**src/hw/uartdec_defs.vh**
```
// Purpose: Constants for the dual-channel register decoder.
// Assumes: Included by hw/uartdec_top.v only.
// Notes:   Locations are the 3-bit register select values.
//
// What this block does
// - Each channel keeps its own register set, picked by its select.
// - Three select bits pick one of eight locations, banked by mode bits.
// - Line-control bit 7 low: location 0 is rx/tx data, 1 interrupt enable.
// - Bit 7 high, not 0xBF: locations 0 and 1 are divisor low/high.
// - Divisor access with divisor zero: reads give revision and device id.
// - Not 0xBF: location 2 reads interrupt status, writes fifo control.
// - Location 3 always reaches line control.
// - Normal bank: location 4 is modem control.
// - Normal bank: location 5 reads line status, writes ignored.
// - Normal bank: location 6 reads modem status, writes ignored.
// - Not 0xBF, swap bit clear: location 7 is the scratch byte.
// - Not 0xBF, swap bit set: 7 reads fifo level, writes mode select.
// - 0xBF: location 0 trigger/count, 1 feature control, 2 enhanced function.
// - 0xBF: locations 4 to 7 hold the four flow characters.
// - Enhanced upper bits act only with enhanced-function bit 4 set.
`ifndef UARTDEC_DEFS_VH
`define UARTDEC_DEFS_VH

// ==================================================
// Locations
`define UARTDEC_LOC_0       3'h0
`define UARTDEC_LOC_1       3'h1
`define UARTDEC_LOC_2       3'h2
`define UARTDEC_LOC_LINE    3'h3
`define UARTDEC_LOC_4       3'h4
`define UARTDEC_LOC_5       3'h5
`define UARTDEC_LOC_6       3'h6
`define UARTDEC_LOC_7       3'h7

// ==================================================
// Mode values and bit positions
`define UARTDEC_ENH_KEY     8'hbf
`define UARTDEC_DIV_BIT     7
`define UARTDEC_SWAP_BIT    6
`define UARTDEC_ENH_EN_BIT  4
`define UARTDEC_IER_ENH     8'hf0
`define UARTDEC_ISR_ENH     8'h30
`define UARTDEC_FCR_ENH     8'h30
`define UARTDEC_MCR_ENH     8'he0

// ==================================================
// Reset values
`define UARTDEC_RST_BYTE    8'h00
`define UARTDEC_RST_DIV     16'h0000
// Selects and strobes idle high, address and data low
`define UARTDEC_RST_SYNC    15'h6300
`define UARTDEC_SYNC_W      15

`endif

```
**src/hw/uartdec_top.v**
```verilog
// Purpose: Host-side register decoder and map for two serial channels.
// Assumes: Host bus is asynchronous to mclk_i; strobes last several clocks.
// Notes:   Serial engines sit outside; they see the register copies here.

`include "uartdec_defs.vh"

// ==================================================
// One channel's register set
module uartdec_chan #(
  parameter [7:0] REV_CODE = 8'h01,
  parameter [7:0] DEV_ID   = 8'h5a
) (
  input  wire        clk_i,
  input  wire        nrst_i,
  input  wire        wr_i,
  input  wire        rd_i,
  input  wire [2:0]  addr_i,
  input  wire [7:0]  wdata_i,
  input  wire [7:0]  rx_holding_i,
  input  wire [7:0]  interrupt_status_i,
  input  wire [7:0]  line_status_i,
  input  wire [7:0]  modem_status_i,
  input  wire [7:0]  fifo_count_i,
  input  wire [7:0]  fifo_level_i,
  output reg  [7:0]  rdata_o,
  output reg  [7:0]  tx_data_q,
  output reg         tx_load_q,
  output reg         rx_read_q,
  output reg  [7:0]  fifo_control_q,
  output reg         fifo_control_load_q,
  output reg  [7:0]  trigger_level_q,
  output reg         trigger_load_q,
  output reg  [7:0]  enhanced_mode_select_q,
  output reg         mode_select_load_q,
  output reg  [15:0] divisor_q,
  output reg  [7:0]  line_control_q,
  output reg  [7:0]  interrupt_enable_q,
  output reg  [7:0]  modem_control_q,
  output reg  [7:0]  feature_control_q,
  output reg  [7:0]  enhanced_function_q,
  output reg  [31:0] flow_chars_q
);

  reg  [7:0] scratch_pad_q;
  wire       enh_bank;
  wire       div_bank;
  wire       div_zero;
  wire       enh_on;
  wire       swap;
  wire [7:0] enh_keep;

  // ==================================================
  // Bank selection
  assign enh_bank = (line_control_q == `UARTDEC_ENH_KEY);
  // The key has bit 7 set, so the divisor bank must exclude it
  assign div_bank = line_control_q[`UARTDEC_DIV_BIT] & ~enh_bank;
  assign div_zero = (divisor_q == `UARTDEC_RST_DIV);
  assign enh_on   = enhanced_function_q[`UARTDEC_ENH_EN_BIT];
  assign swap     = feature_control_q[`UARTDEC_SWAP_BIT];
  assign enh_keep = enh_on ? 8'hff : 8'h00;

  // ==================================================
  // Write side
  always @(posedge clk_i or negedge nrst_i) begin
    if (!nrst_i) begin
      tx_data_q              <= `UARTDEC_RST_BYTE;
      tx_load_q              <= 1'b0;
      rx_read_q              <= 1'b0;
      fifo_control_q         <= `UARTDEC_RST_BYTE;
      fifo_control_load_q    <= 1'b0;
      trigger_level_q        <= `UARTDEC_RST_BYTE;
      trigger_load_q         <= 1'b0;
      enhanced_mode_select_q <= `UARTDEC_RST_BYTE;
      mode_select_load_q     <= 1'b0;
      divisor_q              <= `UARTDEC_RST_DIV;
      line_control_q         <= `UARTDEC_RST_BYTE;
      interrupt_enable_q     <= `UARTDEC_RST_BYTE;
      modem_control_q        <= `UARTDEC_RST_BYTE;
      feature_control_q      <= `UARTDEC_RST_BYTE;
      enhanced_function_q    <= `UARTDEC_RST_BYTE;
      flow_chars_q           <= 32'h0000_0000;
      scratch_pad_q          <= `UARTDEC_RST_BYTE;
    end else begin
      tx_load_q           <= 1'b0;
      fifo_control_load_q <= 1'b0;
      trigger_load_q      <= 1'b0;
      mode_select_load_q  <= 1'b0;
      // Reading the receive holding location pops the receive side
      rx_read_q <= rd_i & (addr_i == `UARTDEC_LOC_0) & ~enh_bank & ~div_bank;
      // Enhanced upper bits drop out while the enable is clear
      if (!enh_on) begin
        interrupt_enable_q <= interrupt_enable_q & ~`UARTDEC_IER_ENH;
        modem_control_q    <= modem_control_q & ~`UARTDEC_MCR_ENH;
        fifo_control_q     <= fifo_control_q & ~`UARTDEC_FCR_ENH;
      end
      if (wr_i) begin
        case (addr_i)
          `UARTDEC_LOC_0: begin
            if (enh_bank) begin
              trigger_level_q <= wdata_i;
              trigger_load_q  <= 1'b1;
            end else if (div_bank) begin
              divisor_q[7:0] <= wdata_i;
            end else begin
              tx_data_q <= wdata_i;
              tx_load_q <= 1'b1;
            end
          end
          `UARTDEC_LOC_1: begin
            if (enh_bank) begin
              feature_control_q <= wdata_i;
            end else if (div_bank) begin
              divisor_q[15:8] <= wdata_i;
            end else begin
              interrupt_enable_q <= wdata_i & (~`UARTDEC_IER_ENH | enh_keep);
            end
          end
          `UARTDEC_LOC_2: begin
            if (enh_bank) begin
              enhanced_function_q <= wdata_i;
            end else begin
              fifo_control_q      <= wdata_i & (~`UARTDEC_FCR_ENH | enh_keep);
              fifo_control_load_q <= 1'b1;
            end
          end
          `UARTDEC_LOC_LINE: begin
            line_control_q <= wdata_i;
          end
          `UARTDEC_LOC_4: begin
            if (enh_bank) begin
              flow_chars_q[7:0] <= wdata_i;
            end else begin
              modem_control_q <= wdata_i & (~`UARTDEC_MCR_ENH | enh_keep);
            end
          end
          `UARTDEC_LOC_5: begin
            // Outside the enhanced bank this write is dropped
            if (enh_bank) begin
              flow_chars_q[15:8] <= wdata_i;
            end
          end
          `UARTDEC_LOC_6: begin
            if (enh_bank) begin
              flow_chars_q[23:16] <= wdata_i;
            end
          end
          `UARTDEC_LOC_7: begin
            if (enh_bank) begin
              flow_chars_q[31:24] <= wdata_i;
            end else if (swap) begin
              enhanced_mode_select_q <= wdata_i;
              mode_select_load_q     <= 1'b1;
            end else begin
              scratch_pad_q <= wdata_i;
            end
          end
          default: begin
            scratch_pad_q <= scratch_pad_q;
          end
        endcase
      end
    end
  end

  // ==================================================
  // Read side; purely combinational, so reads never alter stored values
  always @* begin
    rdata_o = `UARTDEC_RST_BYTE;
    case (addr_i)
      `UARTDEC_LOC_0: begin
        if (enh_bank) begin
          rdata_o = fifo_count_i;
        end else if (div_bank) begin
          rdata_o = div_zero ? REV_CODE : divisor_q[7:0];
        end else begin
          rdata_o = rx_holding_i;
        end
      end
      `UARTDEC_LOC_1: begin
        if (enh_bank) begin
          rdata_o = feature_control_q;
        end else if (div_bank) begin
          rdata_o = div_zero ? DEV_ID : divisor_q[15:8];
        end else begin
          rdata_o = interrupt_enable_q;
        end
      end
      `UARTDEC_LOC_2: begin
        if (enh_bank) begin
          rdata_o = enhanced_function_q;
        end else begin
          rdata_o = interrupt_status_i & (~`UARTDEC_ISR_ENH | enh_keep);
        end
      end
      `UARTDEC_LOC_LINE: begin
        rdata_o = line_control_q;
      end
      `UARTDEC_LOC_4: begin
        rdata_o = enh_bank ? flow_chars_q[7:0] : modem_control_q;
      end
      `UARTDEC_LOC_5: begin
        rdata_o = enh_bank ? flow_chars_q[15:8] : line_status_i;
      end
      `UARTDEC_LOC_6: begin
        rdata_o = enh_bank ? flow_chars_q[23:16] : modem_status_i;
      end
      `UARTDEC_LOC_7: begin
        if (enh_bank) begin
          rdata_o = flow_chars_q[31:24];
        end else if (swap) begin
          rdata_o = fifo_level_i;
        end else begin
          rdata_o = scratch_pad_q;
        end
      end
      default: begin
        rdata_o = `UARTDEC_RST_BYTE;
      end
    endcase
  end

endmodule

// ==================================================
// Top: pin synchroniser, channel select and data bus drive
module uartdec_top #(
  parameter [7:0] REV_CODE = 8'h01,
  parameter [7:0] DEV_ID   = 8'h5a
) (
  input  wire        mclk_i,
  input  wire        nrst_i,
  input  wire        chan_a_select_n_i,
  input  wire        chan_b_select_n_i,
  input  wire        reg_sel_bit0_i,
  input  wire        reg_sel_bit1_i,
  input  wire        reg_sel_bit2_i,
  input  wire        rd_n_i,
  input  wire        wr_n_i,
  input  wire [7:0]  data_i,
  output reg  [7:0]  data_o,
  output reg         data_oe_o,
  input  wire [15:0] rx_holding_i,
  input  wire [15:0] interrupt_status_i,
  input  wire [15:0] line_status_i,
  input  wire [15:0] modem_status_i,
  input  wire [15:0] fifo_count_i,
  input  wire [15:0] fifo_level_i,
  output wire [15:0] tx_data_o,
  output wire [1:0]  tx_load_o,
  output wire [1:0]  rx_read_o,
  output wire [15:0] fifo_control_o,
  output wire [1:0]  fifo_control_load_o,
  output wire [15:0] trigger_level_o,
  output wire [1:0]  trigger_load_o,
  output wire [15:0] enhanced_mode_select_o,
  output wire [1:0]  mode_select_load_o,
  output wire [31:0] divisor_o,
  output wire [15:0] line_control_o,
  output wire [15:0] interrupt_enable_o,
  output wire [15:0] modem_control_o,
  output wire [15:0] feature_control_o,
  output wire [15:0] enhanced_function_o,
  output wire [63:0] flow_chars_o
);

  reg  [`UARTDEC_SYNC_W-1:0] sync1_q;
  reg  [`UARTDEC_SYNC_W-1:0] sync2_q;
  reg  [`UARTDEC_SYNC_W-1:0] sync3_q;
  reg  [`UARTDEC_SYNC_W-1:0] pin_q;
  reg  [`UARTDEC_SYNC_W-1:0] pin_prev_q;
  wire [`UARTDEC_SYNC_W-1:0] pins;
  wire [`UARTDEC_SYNC_W-1:0] pin_d;
  wire [1:0]                 sel_now;
  wire [1:0]                 sel_prev;
  wire                       rd_start;
  wire                       wr_end;
  wire [7:0]                 rdata [0:1];

  // ==================================================
  // Three-stage synchroniser; a bit moves once stages two and three agree
  assign pins  = {chan_a_select_n_i, chan_b_select_n_i, reg_sel_bit2_i, reg_sel_bit1_i,
                  reg_sel_bit0_i, rd_n_i, wr_n_i, data_i};
  assign pin_d = (sync2_q & sync3_q) | (pin_q & (sync2_q ^ sync3_q));

  always @(posedge mclk_i or negedge nrst_i) begin
    if (!nrst_i) begin
      sync1_q    <= `UARTDEC_RST_SYNC;
      sync2_q    <= `UARTDEC_RST_SYNC;
      sync3_q    <= `UARTDEC_RST_SYNC;
      pin_q      <= `UARTDEC_RST_SYNC;
      pin_prev_q <= `UARTDEC_RST_SYNC;
    end else begin
      sync1_q    <= pins;
      sync2_q    <= sync1_q;
      sync3_q    <= sync2_q;
      pin_q      <= pin_d;
      pin_prev_q <= pin_q;
    end
  end

  // ==================================================
  // Strobes; exactly one select low picks a channel, both low picks none
  assign sel_now  = {~pin_q[13] & pin_q[14], ~pin_q[14] & pin_q[13]};
  assign sel_prev = {~pin_prev_q[13] & pin_prev_q[14], ~pin_prev_q[14] & pin_prev_q[13]};
  assign rd_start = ~pin_q[9] & pin_prev_q[9];
  // Writes commit as the write strobe releases, with the settled data
  assign wr_end   = pin_q[8] & ~pin_prev_q[8];

  genvar ch;
  generate
    for (ch = 0; ch < 2; ch = ch + 1) begin : g_chan
      uartdec_chan #(
        .REV_CODE (REV_CODE),
        .DEV_ID   (DEV_ID)
      ) u_chan (
        .clk_i                  (mclk_i),
        .nrst_i                 (nrst_i),
        .wr_i                   (wr_end & sel_prev[ch]),
        .rd_i                   (rd_start & sel_now[ch]),
        .addr_i                 (wr_end ? pin_prev_q[12:10] : pin_q[12:10]),
        .wdata_i                (pin_prev_q[7:0]),
        .rx_holding_i           (rx_holding_i[ch*8 +: 8]),
        .interrupt_status_i     (interrupt_status_i[ch*8 +: 8]),
        .line_status_i          (line_status_i[ch*8 +: 8]),
        .modem_status_i         (modem_status_i[ch*8 +: 8]),
        .fifo_count_i           (fifo_count_i[ch*8 +: 8]),
        .fifo_level_i           (fifo_level_i[ch*8 +: 8]),
        .rdata_o                (rdata[ch]),
        .tx_data_q              (tx_data_o[ch*8 +: 8]),
        .tx_load_q              (tx_load_o[ch]),
        .rx_read_q              (rx_read_o[ch]),
        .fifo_control_q         (fifo_control_o[ch*8 +: 8]),
        .fifo_control_load_q    (fifo_control_load_o[ch]),
        .trigger_level_q        (trigger_level_o[ch*8 +: 8]),
        .trigger_load_q         (trigger_load_o[ch]),
        .enhanced_mode_select_q (enhanced_mode_select_o[ch*8 +: 8]),
        .mode_select_load_q     (mode_select_load_o[ch]),
        .divisor_q              (divisor_o[ch*16 +: 16]),
        .line_control_q         (line_control_o[ch*8 +: 8]),
        .interrupt_enable_q     (interrupt_enable_o[ch*8 +: 8]),
        .modem_control_q        (modem_control_o[ch*8 +: 8]),
        .feature_control_q      (feature_control_o[ch*8 +: 8]),
        .enhanced_function_q    (enhanced_function_o[ch*8 +: 8]),
        .flow_chars_q           (flow_chars_o[ch*32 +: 32])
      );
    end
  endgenerate

  // ==================================================
  // Data bus drive; follows live status while the read strobe is held
  always @(posedge mclk_i or negedge nrst_i) begin
    if (!nrst_i) begin
      data_o    <= `UARTDEC_RST_BYTE;
      data_oe_o <= 1'b0;
    end else begin
      data_oe_o <= ~pin_q[9] & (sel_now[0] | sel_now[1]);
      data_o    <= sel_now[1] ? rdata[1] : rdata[0];
    end
  end

endmodule

```
**config.mk**
```make
export PLATFORM = sky130hd
export DESIGN_NAME = uartdec_top
export DESIGN_NICKNAME = d
export VERILOG_FILES = /design/src/hw/uartdec_top.v
export VERILOG_INCLUDE_DIRS = /design/src /design/src/hw
export SDC_FILE = /design/constraint.sdc
export NUM_CORES = 1
export LEC_CHECK = 0
export ABC_CLOCK_PERIOD_IN_PS = 3070
export BUFFER_PORTS_ARGS = -buffer_cell sky130_fd_sc_hd__buf_4
export CORE_UTILIZATION = 40
export CTS_CLUSTER_DIAMETER = 150
export DETAILED_ROUTE_END_ITERATION = 8
export SLEW_MARGIN = 20
export SYNTH_ARGS = -nofsm -noshare
export SYNTH_HDL_FRONTEND = slang
export SYNTH_SLANG_ARGS = --single-unit
```
**constraint.sdc**
```tcl
create_clock -name mclk_i -period 3.07 [get_ports mclk_i]
set_clock_uncertainty 0.05 [all_clocks]
set_input_delay 0 -clock mclk_i [delete_from_list [all_inputs] [get_ports mclk_i]]
set_output_delay 0 -clock mclk_i [all_outputs]
set_load 0.01 [all_outputs]
```
==> impl_metrics.tcl <==
set metrics [dict create \
    largest_reg_flops 64 \
    synthXorXnorAreaFrac_pct 0 \
    top_regs "g_chan.u_chan.flow_chars_q (64), g_chan.u_chan.divisor_q (32)" \
    critPathMaxFanout 13 \
    cts.clk_slew.worst_paths_ns 0.06 \
    regMostFlops "g_chan.u_chan.flow_chars_q" \
    max_cap_viol_count 0 \
    power_density_nw_per_um2 589 \
    syn_to_final_growth_pct 35.3 \
    syn_nets 1323 \
    async_flop_share_pct 100 \
    rsz0062_at_grt "no" \
    grt_max_degree 110 \
    antennaDiodeCount 0 \
    totalWireLength_um 59600 \
    die_x_um 199 \
    ys_seq_area_share_pct 56.4 \
    path_class "register to register" \
    drt_iter0_drc 803 \
    final.min_clock_period_ns 3.06 \
    maxSlewViolCount 0 \
    synth.distinct_cells 69 \
    synth.area.top_cells "dfrtp_1 53%, mux2_2 17%, mux2i_1 3.8%" \
    yosys-top-cells-count "330 x dfrtp_1, 239 x mux2_2, 73 x nand2_1" \
    reg2reg_depth 7 \
    dr.pass1.iters 6 \
    finish.utilization_pct 55.5 \
    syn_avg_cell_area_um2 13.0 \
    io_pins 372 \
    grt_pass1_vias 12300 \
    synth_top_area_share_pct 53.1 \
    crit_buf_inv 1 \
    io_buffers 371 \
    ys.flop_type "dfrtp_1" \
    post_cts_buffers 0 \
    vias 12300 \
    path_depth 7 \
    final_antenna_net_count 0 \
    crit_chain "nand2b_4, a31oi_4, nand2b_1, buf_4, o311ai_0, nor4_1, o32ai_1" \
    cp_data_arrival_time_ns 3.39 \
    fmax_ghz 0.327 \
    drive_gt1_share_pct 48.6 \
    start_util_pct 41.0 \
    yosysMostFrequentCell "dfrtp_1" \
    synth_top_family_by_area "multiplexers" \
    core_area_um2 37900 \
    synth_compound_area_share_pct 8.75 \
    peakVddDrop_mv 0.409 \
    grt_pass1_wl_um 85100 \
    insertion_delay_ns 0.56 \
    power_mw 12.4 \
    fillers 3295 \
    critPathSlowestCell "nor4_1" \
    worst_slew_pin_slew_ns 1.05 \
    ys_seq_elements 350 \
    synth_edf_count 0 \
    rows 71 \
    finish.net_count 1783 \
    yosys.area_share.simple_pct 9.12 \
    ys.warnings.count 0 \
    ctsRootBufferMaster "clkbuf_16" \
    leakage_nw 10.4 \
    htreeDepth 2 \
    post_drt_wl_per_cell_um 27.2 \
    clk_path_buf_depth 3 \
    worst_path_dominant_cell_family "simple AND/OR/NAND/NOR gates" \
    die_area_um2 39700 \
    tns_ns 0 \
    gr-total-overflow 0 \
    setup_viol 0 \
    post-place-cells 2079 \
    crit_path_end_kind "register" \
    max_stage_delay_ns 0.76 \
    postSynthCellCount 1193 \
    hold_path_class "input pin to register" \
    dp_hpwl_um 43700 \
    fin_cells 2192 \
    numCtsBuffers 41 \
    fp.dieH_um 199 \
    synth.largest_area_cell "dfrtp_1" \
    antenna_found_initial 3 \
    clock-sinks 350 \
    synthMuxAreaShare_pct 21.1 \
    whs_path_depth 5 \
    gp_routability_congestion 0.961 \
    cts_tree "built" \
    cp-start-kind "register" \
    vias_per_cell 5.59 \
    synthAdderAreaFrac_pct 1.37 \
    synth_area_um2 15600 \
    grt_use_total_pct 30.1 \
    finalHoldViolations 0 \
    drc_errors 0 \
    fin_crit_sh_pct 99.6 \
    slew-limit-headroom_pct 29.8 \
    crit_required_ns 3.40 \
    outcome "completed" \
]
-- logic make-up after synthesis --
| family | after synthesis |
|---|---|
| AND/OR/NAND/NOR | 244 |
| AO/OA/AOI/OAI | 182 |
| multiplexers | 298 |
| adder cells (fa/ha/maj) | 17 |
| flip-flops | 350 |
| buffers and inverters | 102 |
-- per-layer routing --
metal  vias to the layer above  routed length [um]  track usage (%)  part of all wire (%)
met5                         -                   9                0                 0.015
met4                         2                1480             9.40                   2.5
met3                        89                4910             6.35                   8.2
met2                       537               27500             47.2                    46
met1                      6303               25700             41.7                    43
li1                       5323                   -                -                     -
-- timing repair --
action / 4_1_cts / 5_1_grt
hold buffers: 42 / 0
gates resized for setup: 0 / 5
setup endpoints to repair: 0 / 3
endpoints found under the hold margin: 117 / 0
-- worst paths after layout --
| kind | endpoint | slack, ns | start |
|---|---|---|---|
| worst max-delay path | data_o[6] | 0.01 | pin_q[8] |
| worst min-delay path | data_o[1] | 0.03 | line_status_i[9] |
| worst max register to register | data_o[6] | 0.01 | pin_q[8] |
| worst min register to register | sync2_q[3] | 0.30 | sync1_q[3] |
| max in group asynchronous | pin_prev_q[13] | 1.91 | nrst_i |
| min in group asynchronous | sync1_q[1] | 0.11 | nrst_i |
-- metrics by stage --
step | setup slack (ns) | cell area [um^2] | hold slack, ns
after CTS | 0.0247 | 21000 | 0.0145
final | 0.0112 | 21100 | 0.0259
after global routing | 0.00627 | 21100 | 0.0375
after global placement | 0.165 | 19300 | 0.0595
after floorplan | 0.731 | 15600 | -0.346
after detailed placement | 0.110 | 19300 | 0.0595
-- worst min-delay path: stages --
cell     delay [ns]
buf_4          0.09
mux2i_1        0.08
o32ai_1        0.11
or4_1          0.15
a32o_1         0.16
-- cells in the final DEF, fill, tap and decap left out, types with 15 or more instances in the layout --
cell           netlist  routed
a221oi_1            19      19
a211oi_1            16      16
clkbuf_16            0      41
o22ai_1             18      18
nor4_1              18      18
mux2_2             239     237
mux2i_1             59      57
dfrtp_1            330     330
ha_1                17      17
a21o_1              19      19
nand3_1             25      25
o21ai_0             17      17
nor2b_1             21      21
buf_4               20     450
o32ai_1             16      16
a21oi_1             16      15
inv_1               16      16
nor2_1              26      25
nand2_1             73      72
dfstp_2             20      20
dlygate4sd3_1        0      42
-- power by group --
group | total (mW) | leakage, nW | switching (mW) | internal [mW]
Sequential | 5.40 | 4.66 | 0.401 | 5.00
Combinational | 2.24 | 5.07 | 1.20 | 1.04
Clock | 4.76 | 0.631 | 1.93 | 2.82
Total | 12.4 | 10.4 | 3.54 | 8.86
-- final cells by class --
cell class | count | area (um^2) | area share (%)
clock buffer | 62 | 1180 | 5.63
timing repair buffer | 501 | 3970 | 18.9
inverter | 18 | 67.6 | 0.321
clock inverter | 9 | 105 | 0.499
tap | 511 | 639 | 3.04
multi-input combinational | 741 | 6310 | 30.0
sequential | 350 | 8780 | 41.7
(Power assumes the default switching activity.)
